===== config.mk =====
export PLATFORM = sky130hd
export DESIGN_NAME = amsf_monitor
export DESIGN_NICKNAME = d
export VERILOG_FILES = /design/src/shared/amsf_pkg.sv /design/src/hw/amsf_flag_latch.sv /design/src/hw/amsf_monitor.sv
export SDC_FILE = /design/constraint.sdc
export NUM_CORES = 1
export LEC_CHECK = 0
export ABC_AREA = 1
export BUFFER_PORTS_ARGS = -buffer_cell sky130_fd_sc_hd__buf_2
export CORE_MARGIN = 3
export CORE_UTILIZATION = 50
export DETAILED_ROUTE_END_ITERATION = 8
export PLACE_DENSITY_LB_ADDON = 0.25
export SYNTH_ARGS = -nofsm -noshare
export SYNTH_HDL_FRONTEND = slang
export SYNTH_SLANG_ARGS = --single-unit

===== constraint.sdc =====
create_clock -name ref_clk_i -period 3.9 [get_ports ref_clk_i]
set_input_delay 0.585 -clock ref_clk_i [delete_from_list [all_inputs] [get_ports ref_clk_i]]
set_output_delay 0.585 -clock ref_clk_i [all_outputs]
set_load 0.01 [all_outputs]

===== src/shared/amsf_pkg.sv =====
// Register map, field layout and carrier types for the monitor and status flag block
package amsf_pkg;

    // Register offsets
    localparam logic [7:0] ADDR_STATUS = 8'h01;
    localparam logic [7:0] ADDR_REFCTL = 8'h05;
    localparam logic [7:0] ADDR_EXC1   = 8'h06;
    localparam logic [7:0] ADDR_BIAS   = 8'h08;
    localparam logic [7:0] ADDR_SYSCTL = 8'h09;

    // Field positions
    localparam int STAT_POR_BIT    = 7;
    localparam int STAT_RDY_BIT    = 6;
    localparam int STAT_RAIL_LSB   = 2;
    localparam int STAT_REF_LSB    = 0;
    localparam int REFCTL_EN_LSB   = 6;
    localparam int EXC1_RAIL_BIT   = 7;
    localparam int BIAS_LEVEL_BIT  = 7;
    localparam int SYSCTL_MON_LSB  = 5;
    localparam int SYSCTL_PREP_BIT = 0;

    // Field widths
    localparam int NUM_RAIL  = 4;
    localparam int NUM_REF   = 2;
    localparam int NUM_ROUTE = 7;

    // Reset values of the control registers
    localparam logic [7:0] RST_REFCTL = 8'h00;
    localparam logic [7:0] RST_EXC1   = 8'h00;
    localparam logic [7:0] RST_BIAS   = 8'h00;
    localparam logic [7:0] RST_SYSCTL = 8'h00;

    // Reference monitor enable field codes
    localparam logic [1:0] REFEN_OFF     = 2'h0;
    localparam logic [1:0] REFEN_RESISTOR = 2'h3;

    // Gain code that selects unity gain
    localparam logic [2:0] GAIN_UNITY = 3'h0;

    // Cycles that the register map needs to come out of reset
    localparam int READY_DELAY_CYC = 16;

    // Monitor selector codes
    typedef enum logic [2:0] {
        MON_NONE  = 3'h0,
        MON_SHORT = 3'h1,
        MON_TEMP  = 3'h2,
        MON_AVDD  = 3'h3,
        MON_DVDD  = 3'h4,
        MON_BO_02 = 3'h5,
        MON_BO_1  = 3'h6,
        MON_BO_10 = 3'h7
    } amsf_mon_e;

    // Burn-out current level codes
    localparam logic [1:0] BO_OFF = 2'h0;
    localparam logic [1:0] BO_02  = 2'h1;
    localparam logic [1:0] BO_1   = 2'h2;
    localparam logic [1:0] BO_10  = 2'h3;

    // Analog fault comparator inputs
    typedef struct packed {
        logic [NUM_RAIL-1:0] rail; // pos high, pos low, neg high, neg low
        logic [NUM_REF-1:0]  ref_low; // below third, below 300 mV
    } amsf_fault_s;

    // Analog routing and monitor controls
    typedef struct packed {
        logic                 bias_level_select;
        logic [NUM_ROUTE-1:0] bias_input_route;
        logic                 inputs_connect;
        logic                 mid_short;
        logic                 temp_sense;
        logic                 avdd_mon;
        logic                 dvdd_mon;
        logic [2:0]           eff_gain;
        logic [1:0]           burnout_current;
        logic                 bo_source_p;
        logic                 bo_sink_n;
        logic                 rail_mon_en;
        logic                 ref_det_en;
        logic                 ref_pull_res;
        logic                 prepend_status;
    } amsf_ctl_s;

endpackage : amsf_pkg


===== src/hw/amsf_flag_latch.sv =====
// Per-conversion fault latch: gathers faults during a cycle, publishes them at its end
`timescale 1ns/1ps
module amsf_flag_latch #(
    parameter int WIDTH = 4
) (
    // Clock and reset
    input  wire logic             ref_clk_i,
    input  wire logic             rst_n_i,
    // Fault sampling
    input  wire logic             enable_i,
    input  wire logic [WIDTH-1:0] fault_i,
    input  wire logic             conv_end_i,
    // Published flags
    output logic      [WIDTH-1:0] flags_o
);
    import amsf_pkg::*;

    logic [WIDTH-1:0] acc_q;
    logic [WIDTH-1:0] acc_d;
    logic [WIDTH-1:0] flags_q;
    logic [WIDTH-1:0] flags_d;
    logic [WIDTH-1:0] seen;

    if (WIDTH < 1) begin : g_width_check
        $error("amsf_flag_latch: WIDTH must be at least 1");
    end

    // Faults count only while the monitor is running
    assign seen = enable_i ? fault_i : '0;

    // Accumulate during the cycle, set or clear flags only at its end
    always_comb begin
        acc_d   = acc_q | seen;
        flags_d = flags_q;
        if (conv_end_i) begin
            flags_d = acc_q | seen;
            acc_d   = '0;
        end
    end

    always_ff @(posedge ref_clk_i or negedge rst_n_i) begin
        if (!rst_n_i) begin
            acc_q   <= '0;
            flags_q <= '0;
        end else begin
            acc_q   <= acc_d;
            flags_q <= flags_d;
        end
    end

    assign flags_o = flags_q;

endmodule : amsf_flag_latch


===== src/hw/amsf_monitor.sv =====
// Bias, system monitor routing and fault status register of the converter
//
// Overview of operation
// Bias level bit picks half or twelfth
// Each input gets bias under own enable
// Host waits for bias settling before converting
// Selector 010 routes temperature sensor, inputs off
// Host limits gain to four for temperature
// Selector 011 analog, 100 digital supply quarter
// Supply monitor disconnects inputs, forces unity gain
// Selectors 101/110/111 enable burn-out currents
// Burn-out sources positive, sinks negative input
// Host disables chop, uses burn-out sparingly
// Status at 01h, optionally prepended
// Status read returns last conversion flags
// Power-on flag set at reset, cleared by zero
// Ready bit shows startup done, config accepted
// Four rail flags on bits five to two
// Rail monitors run only when enabled
// Rail faults latched, flags updated at end
// Reference low flags on bits zero, one
// Reference detection runs when field nonzero
// Optional pull-together resistor across reference
// Reference flags update at data-ready fall
// Selector 001 shorts input to mid-scale
// Selector 000 keeps normal input routing
`timescale 1ns/1ps
module amsf_monitor #(
    parameter int READY_CYC = amsf_pkg::READY_DELAY_CYC
) (
    // Clock and reset
    input  wire logic               ref_clk_i,
    input  wire logic               rst_n_i,
    // Register access port
    input  wire logic               reg_wr_i,
    input  wire logic               reg_rd_i,
    input  wire logic [7:0]         reg_addr_i,
    input  wire logic [7:0]         reg_wdata_i,
    output logic      [7:0]         reg_rdata_o,
    output logic                    reg_rvalid_o,
    // Converter interface
    input  wire logic               data_ready_n_i,
    input  wire logic [2:0]         pga_gain_i,
    input  wire amsf_pkg::amsf_fault_s fault_i,
    // Analog controls and status byte for data reads
    output amsf_pkg::amsf_ctl_s     ctl_o,
    output logic      [7:0]         status_byte_o
);
    import amsf_pkg::*;

    if (READY_CYC < 1) begin : g_ready_check
        $error("amsf_monitor: READY_CYC must be at least 1");
    end

    ////////////////////////////////////////////////////////////////////////////
    // Startup and register map

    localparam int RCW = $clog2(READY_CYC + 1);
    localparam logic [RCW-1:0] READY_LAST = RCW'(READY_CYC);

    logic [RCW-1:0] start_cnt_q;
    logic [RCW-1:0] start_cnt_d;
    logic           ready_q;
    logic           ready_d;
    logic           por_q;
    logic           por_d;
    logic [7:0]     refctl_q;
    logic [7:0]     refctl_d;
    logic [7:0]     exc1_q;
    logic [7:0]     exc1_d;
    logic [7:0]     bias_q;
    logic [7:0]     bias_d;
    logic [7:0]     sysctl_q;
    logic [7:0]     sysctl_d;
    logic [7:0]     rdata_q;
    logic [7:0]     rdata_d;
    logic           rvalid_q;
    logic           rvalid_d;
    logic           wr_ok;
    logic [7:0]     status;

    // Address match used by both the write and the read decode
    function automatic logic hit(input logic [7:0] a, input logic [7:0] off);
        hit = (a == off);
    endfunction : hit

    // Writes are ignored until the register map has come out of reset
    assign wr_ok = reg_wr_i && ready_q;

    // Startup counter, power-on flag and writable registers
    always_comb begin
        start_cnt_d = start_cnt_q;
        ready_d     = ready_q;
        if (!ready_q) begin
            start_cnt_d = start_cnt_q + RCW'(1);
            ready_d     = (start_cnt_q + RCW'(1)) == READY_LAST;
        end
        por_d    = por_q;
        refctl_d = refctl_q;
        exc1_d   = exc1_q;
        bias_d   = bias_q;
        sysctl_d = sysctl_q;
        // Only a written zero clears the power-on flag; a one leaves it
        if (wr_ok && hit(reg_addr_i, ADDR_STATUS) && !reg_wdata_i[STAT_POR_BIT]) begin
            por_d = 1'b0;
        end
        if (wr_ok && hit(reg_addr_i, ADDR_REFCTL)) refctl_d = reg_wdata_i;
        if (wr_ok && hit(reg_addr_i, ADDR_EXC1))   exc1_d   = reg_wdata_i;
        if (wr_ok && hit(reg_addr_i, ADDR_BIAS))   bias_d   = reg_wdata_i;
        if (wr_ok && hit(reg_addr_i, ADDR_SYSCTL)) sysctl_d = reg_wdata_i;
    end

    always_ff @(posedge ref_clk_i or negedge rst_n_i) begin
        if (!rst_n_i) begin
            start_cnt_q <= '0;
            ready_q     <= 1'b0;
            por_q       <= 1'b1;
            refctl_q    <= RST_REFCTL;
            exc1_q      <= RST_EXC1;
            bias_q      <= RST_BIAS;
            sysctl_q    <= RST_SYSCTL;
        end else begin
            start_cnt_q <= start_cnt_d;
            ready_q     <= ready_d;
            por_q       <= por_d;
            refctl_q    <= refctl_d;
            exc1_q      <= exc1_d;
            bias_q      <= bias_d;
            sysctl_q    <= sysctl_d;
        end
    end

    ////////////////////////////////////////////////////////////////////////////
    // Conversion end and fault flags

    logic                dr_n_q;
    logic                dr_n_d;
    logic                conv_end;
    logic [NUM_RAIL-1:0] rail_flags;
    logic [NUM_REF-1:0]  ref_flags;
    logic [1:0]          ref_en_field;

    assign dr_n_d       = data_ready_n_i;
    assign conv_end     = dr_n_q && !data_ready_n_i;
    assign ref_en_field = refctl_q[REFCTL_EN_LSB +: 2];

    always_ff @(posedge ref_clk_i or negedge rst_n_i) begin
        if (!rst_n_i) begin
            dr_n_q <= 1'b1;
        end else begin
            dr_n_q <= dr_n_d;
        end
    end

    // Rail monitors gated by their enable bit
    amsf_flag_latch #(
        .WIDTH (NUM_RAIL)
    ) u_rail_latch (
        .ref_clk_i  (ref_clk_i),
        .rst_n_i    (rst_n_i),
        .enable_i   (exc1_q[EXC1_RAIL_BIT]),
        .fault_i    (fault_i.rail),
        .conv_end_i (conv_end),
        .flags_o    (rail_flags)
    );

    // Reference detection runs while its enable field is nonzero
    amsf_flag_latch #(
        .WIDTH (NUM_REF)
    ) u_ref_latch (
        .ref_clk_i  (ref_clk_i),
        .rst_n_i    (rst_n_i),
        .enable_i   (ref_en_field != REFEN_OFF),
        .fault_i    (fault_i.ref_low),
        .conv_end_i (conv_end),
        .flags_o    (ref_flags)
    );

    // Status byte assembled from latched flags
    always_comb begin
        status                                  = '0;
        status[STAT_POR_BIT]                    = por_q;
        status[STAT_RDY_BIT]                    = ready_q;
        status[STAT_RAIL_LSB +: NUM_RAIL]       = rail_flags;
        status[STAT_REF_LSB +: NUM_REF]         = ref_flags;
    end

    ////////////////////////////////////////////////////////////////////////////
    // Register read port

    // Read data is registered and valid one cycle after the strobe
    always_comb begin
        rvalid_d = reg_rd_i;
        rdata_d  = rdata_q;
        if (reg_rd_i) begin
            unique case (1'b1)
                hit(reg_addr_i, ADDR_STATUS): rdata_d = status;
                hit(reg_addr_i, ADDR_REFCTL): rdata_d = refctl_q;
                hit(reg_addr_i, ADDR_EXC1):   rdata_d = exc1_q;
                hit(reg_addr_i, ADDR_BIAS):   rdata_d = bias_q;
                hit(reg_addr_i, ADDR_SYSCTL): rdata_d = sysctl_q;
                default:                      rdata_d = '0;
            endcase
        end
    end

    always_ff @(posedge ref_clk_i or negedge rst_n_i) begin
        if (!rst_n_i) begin
            rdata_q  <= '0;
            rvalid_q <= 1'b0;
        end else begin
            rdata_q  <= rdata_d;
            rvalid_q <= rvalid_d;
        end
    end

    assign reg_rdata_o   = rdata_q;
    assign reg_rvalid_o  = rvalid_q;
    assign status_byte_o = status;

    ////////////////////////////////////////////////////////////////////////////
    // Analog routing from the register fields

    amsf_mon_e mon_sel;
    amsf_ctl_s ctl;

    assign mon_sel = amsf_mon_e'(sysctl_q[SYSCTL_MON_LSB +: 3]);

    // Decode the monitor selector into switch controls
    always_comb begin
        ctl                   = '0;
        ctl.bias_level_select = bias_q[BIAS_LEVEL_BIT];
        ctl.bias_input_route  = bias_q[NUM_ROUTE-1:0];
        ctl.rail_mon_en       = exc1_q[EXC1_RAIL_BIT];
        ctl.ref_det_en        = ref_en_field != REFEN_OFF;
        ctl.ref_pull_res      = ref_en_field == REFEN_RESISTOR;
        ctl.prepend_status    = sysctl_q[SYSCTL_PREP_BIT];
        ctl.inputs_connect    = 1'b1;
        ctl.eff_gain          = pga_gain_i;
        unique case (mon_sel)
            MON_NONE: ctl.inputs_connect = 1'b1;
            MON_SHORT: begin
                ctl.inputs_connect = 1'b0;
                ctl.mid_short      = 1'b1;
            end
            MON_TEMP: begin
                ctl.inputs_connect = 1'b0;
                ctl.temp_sense     = 1'b1;
            end
            MON_AVDD: begin
                ctl.inputs_connect = 1'b0;
                ctl.avdd_mon       = 1'b1;
                ctl.eff_gain       = GAIN_UNITY;
            end
            MON_DVDD: begin
                ctl.inputs_connect = 1'b0;
                ctl.dvdd_mon       = 1'b1;
                ctl.eff_gain       = GAIN_UNITY;
            end
            MON_BO_02, MON_BO_1, MON_BO_10: begin
                ctl.burnout_current = (mon_sel == MON_BO_02) ? BO_02 :
                                      (mon_sel == MON_BO_1)  ? BO_1 : BO_10;
                ctl.bo_source_p     = 1'b1;
                ctl.bo_sink_n       = 1'b1;
            end
        endcase
    end

    assign ctl_o = ctl;

    // Fault on rail bit 0 seen since the last conversion end, kept apart from the flag latch
    logic rail_seen_q;
    logic rail_seen_d;
    assign rail_seen_d = !conv_end
                         && (rail_seen_q || (exc1_q[EXC1_RAIL_BIT] && fault_i.rail[0]));
    always_ff @(posedge ref_clk_i or negedge rst_n_i) begin
        if (!rst_n_i) begin
            rail_seen_q <= 1'b0;
        end else begin
            rail_seen_q <= rail_seen_d;
        end
    end
endmodule : amsf_monitor


==> summary.txt <==
Timing
  • Worst Tran Pin Value: approximately 1000 ps
  • Slew margin rel.: 0.3070
  • Achievable frequency: about 0.49 GHz
  • Hold WS: around 350 ps
  • Clock Skew: 3.873 ps
  • Final hold violations: 0
  • Final setup viols: 0
  • Final worst-path cycle share: 0.5277
  • Max-slew violations: 0
  • RSZ-0062 raised after global routing: no
  • Final Critical Period: about 2000 ps
  • TNS Setup: 0 ps

Min path
  • Hold Crit Class: primary input to register
  • Worst Hold Launch: data_ready_n_i

Critical path
  • Crit end category: output pin
  • R2r startpoint: ready_q$_DFF_PN0_
  • Crit path max fanout: 5
  • Cell Chain, Critical Path: inv_1, nand2_1, o22ai_1, nor2_1, buf_2
  • CP Class: register to output pin
  • Arr. time, crit path: 1470 ps
  • Worst EP required: between 3000 and 4000 ps
  • Crit path max-delay family: flip-flops
  • Slowest-stage cell, CP: dfrtp_1
  • Setup crit start: sysctl_q[5]$_DFFE_PN0P_
  • CP peak stage delay: 420 ps
  • CP Buf/Inv Count: 2
  • Worst Setup Start Kind: register

Place
  • Placed inst area: around 3500 µm²
  • IO Port Bufs: 70
  • Routability cong.: around 0.85
  • HPWL after detailed placement: approximately 5000 µm

GRT
  • Initial antenna violation count: 0
  • Global route overflow: 0
  • Largest net degree at the start of global routing: 48
  • Number of global-route vias before repair: between 2,000 and 2,500
  • GRT Overall Usage: 0.2089
  • First-pass GRT wire length: 11,840 µm

Clocking
  • TritonCTS Buffers: 9
  • # resized after CTS: 0
  • CTS Buffer Depth: 2
  • # hold bufs at CTS: 0
  • Root buf cell: clkbuf_8
  • Clock transition at the registers of the reported paths: 70 ps
  • Clock Sinks: 61
  • CTS tree: done
  • Post-CTS Setup Inserts: 0
  • CTS H-tree lvls: 3
  • Later-pin clock latency in the skew report: approximately 340 ps

Yosys
  • Top cell type's share of synthesized area: 0.4659
  • Register area share after synthesis: 0.4824
  • Synthesized area: 3169 µm²
  • Leading area contributor after synthesis: dfrtp_1
  • Most area-consuming cells after synthesis: dfrtp_1, nand2_1, nand3_1
  • Mapped Nets: ~400
  • Yosys cell types: 31
  • Mapped Cells: 360
  • Synth top cells by count: nand2_1, dfrtp_1, inv_1
  • Asr flop ratio synth: 1.000
  • Top FF cell, synth: dfrtp_1
  • Most frequent cell after synthesis: nand2_1
  • Count of state elements after synthesis: between 60 and 70
  • Syn Area/Cell: slightly below 9 µm²
  • Synth Warn #: 0
  • EDFF count, synth: 0

Route
  • WL/cell: ~14 µm
  • TritonRoute pass-1 iters: 5
  • Initial DRC Count: between 100 and 150
  • Routed via count: between 2,000 and 3,000
  • M1 WL: 2986 µm
  • ANT nets after route: 0
  • Top sig layer: met4
  • Drt total wl: between 7000 and 8000 µm
  • # DRC: 0
  • Vias per cell: 5.085
  • WL met2: 3647 µm
  • Met3 WL: 390 µm

Cells and area
  • Nets@finish: 456
  • Reg area: about 1500 µm²
  • Multi-input logic area: 1295 µm²
  • Fillers: roughly 560
  • Layout cells sized above 1: 0.2804
  • Core Util, Final: 0.6150
  • Area delta synth->final: 16.94%
  • ANT cells: 0
  • Final Cell Area: between 3000 and 4000 µm²

Die
  • Full die area: between 7000 and 8000 µm²
  • FP Rows: 28
  • Die H: 85.62 µm
  • Die X-Extent: between 80 and 90 µm
  • Initial Util: 0.5260
  • Core area: approximately 6000 µm²
  • # IOs: a little over 70

Job
  • Max-Cap Viols: 0

Pwr
  • PD cells: 419.8 nW/µm²
  • Max VDD drop: ~0.27 mV
  • Leakage: 2.048 nW

Outcome
  • Status: finished, final reports clean
cells by family after synthesis:
logic type / synth area share
flip-flops: 0.4824
adder cells (fa/ha/maj): 0.007895
buffers and inverters: 0.1090
AO/OA/AOI/OAI: 0.1244
AND/OR/NAND/NOR: 0.2653
XOR/XNOR: 0.01106
layout make-up:
class | count | area share
sequential | 61 | 0.4126
inverter | 49 | 0.04963
tap | 75 | 0.02532
timing repair buffer | 71 | 0.09656
clock buffer | 11 | 0.04085
clock inverter | 4 | 0.02566
multi-input combinational | 232 | 0.3494
sequential cells by signal, indices dropped and copies added, names as in the netlist:
name,count
start_cnt_q,5
refctl_q,8
reg_rvalid_o,1
ready_q,1
u_rail_latch.flags_o,4
u_ref_latch.flags_o,2
por_q,1
bias_q,8
u_rail_latch.acc_q,4
reg_rdata_o,8
exc1_q,8
dr_n_q,1
u_ref_latch.acc_q,2
sysctl_q,8
metal layers:
layer	global-route usage	vias to the layer above
li1	-	1268
met1	0.2655	1216
met2	0.3510	68
met3	0.06244	6
met4	0.05180	0
met5	0	-
metrics by stage:
| step | total power [mW] | worst slack [ps] | instances |
|---|---|---|---|
| 3_5_place_dp | 0.8726 | 1814 | 488 |
| 5_1_grt | 1.623 | 1673 | 503 |
| 4_1_cts | 1.574 | 1822 | 503 |
| 3_3_place_gp | 0.8690 | 1889 | 488 |
| 2_1_floorplan | 0.7983 | 2263 | 360 |
| 6_report | 1.556 | 1842 | 503 |
final timing paths:
kind                       depth (start not counted)                      to  slack, ps
max                                                5                ctl_o[8]       1840
min                                                1        dr_n_q$_DFF_PN1_        350
max reg2reg                                        5   bias_q[2]$_DFFE_PN0P_       2360
min reg2reg                                        1       por_q$_DFFE_PN1P_        470
max in group asynchronous                          2        dr_n_q$_DFF_PN1_       2610
min in group asynchronous                          1  reg_rvalid_o$_DFF_PN0_        430
power by group:
| group | internal (mW) | switching (mW) | total, mW |
|---|---|---|---|
| registers | 0.671 | 0.0269 | 0.698 |
| clock network | 0.455 | 0.241 | 0.695 |
| logic | 0.0614 | 0.101 | 0.163 |
layout by cell type (no fill, tap or decap), types with 5 or more instances in the layout:
cell type / Yosys / final
nand2_4: 5 / 5
inv_1: 45 / 45
clkbuf_8: 0 / 11
o21ai_0: 18 / 18
a21oi_1: 11 / 11
o21ai_2: 8 / 8
buf_2: 0 / 70
nand3_1: 35 / 35
o21a_1: 16 / 16
nor2_1: 25 / 25
nand2_1: 80 / 80
dfrtp_1: 59 / 59
Note: power is estimated with default switching activity, not from simulation.
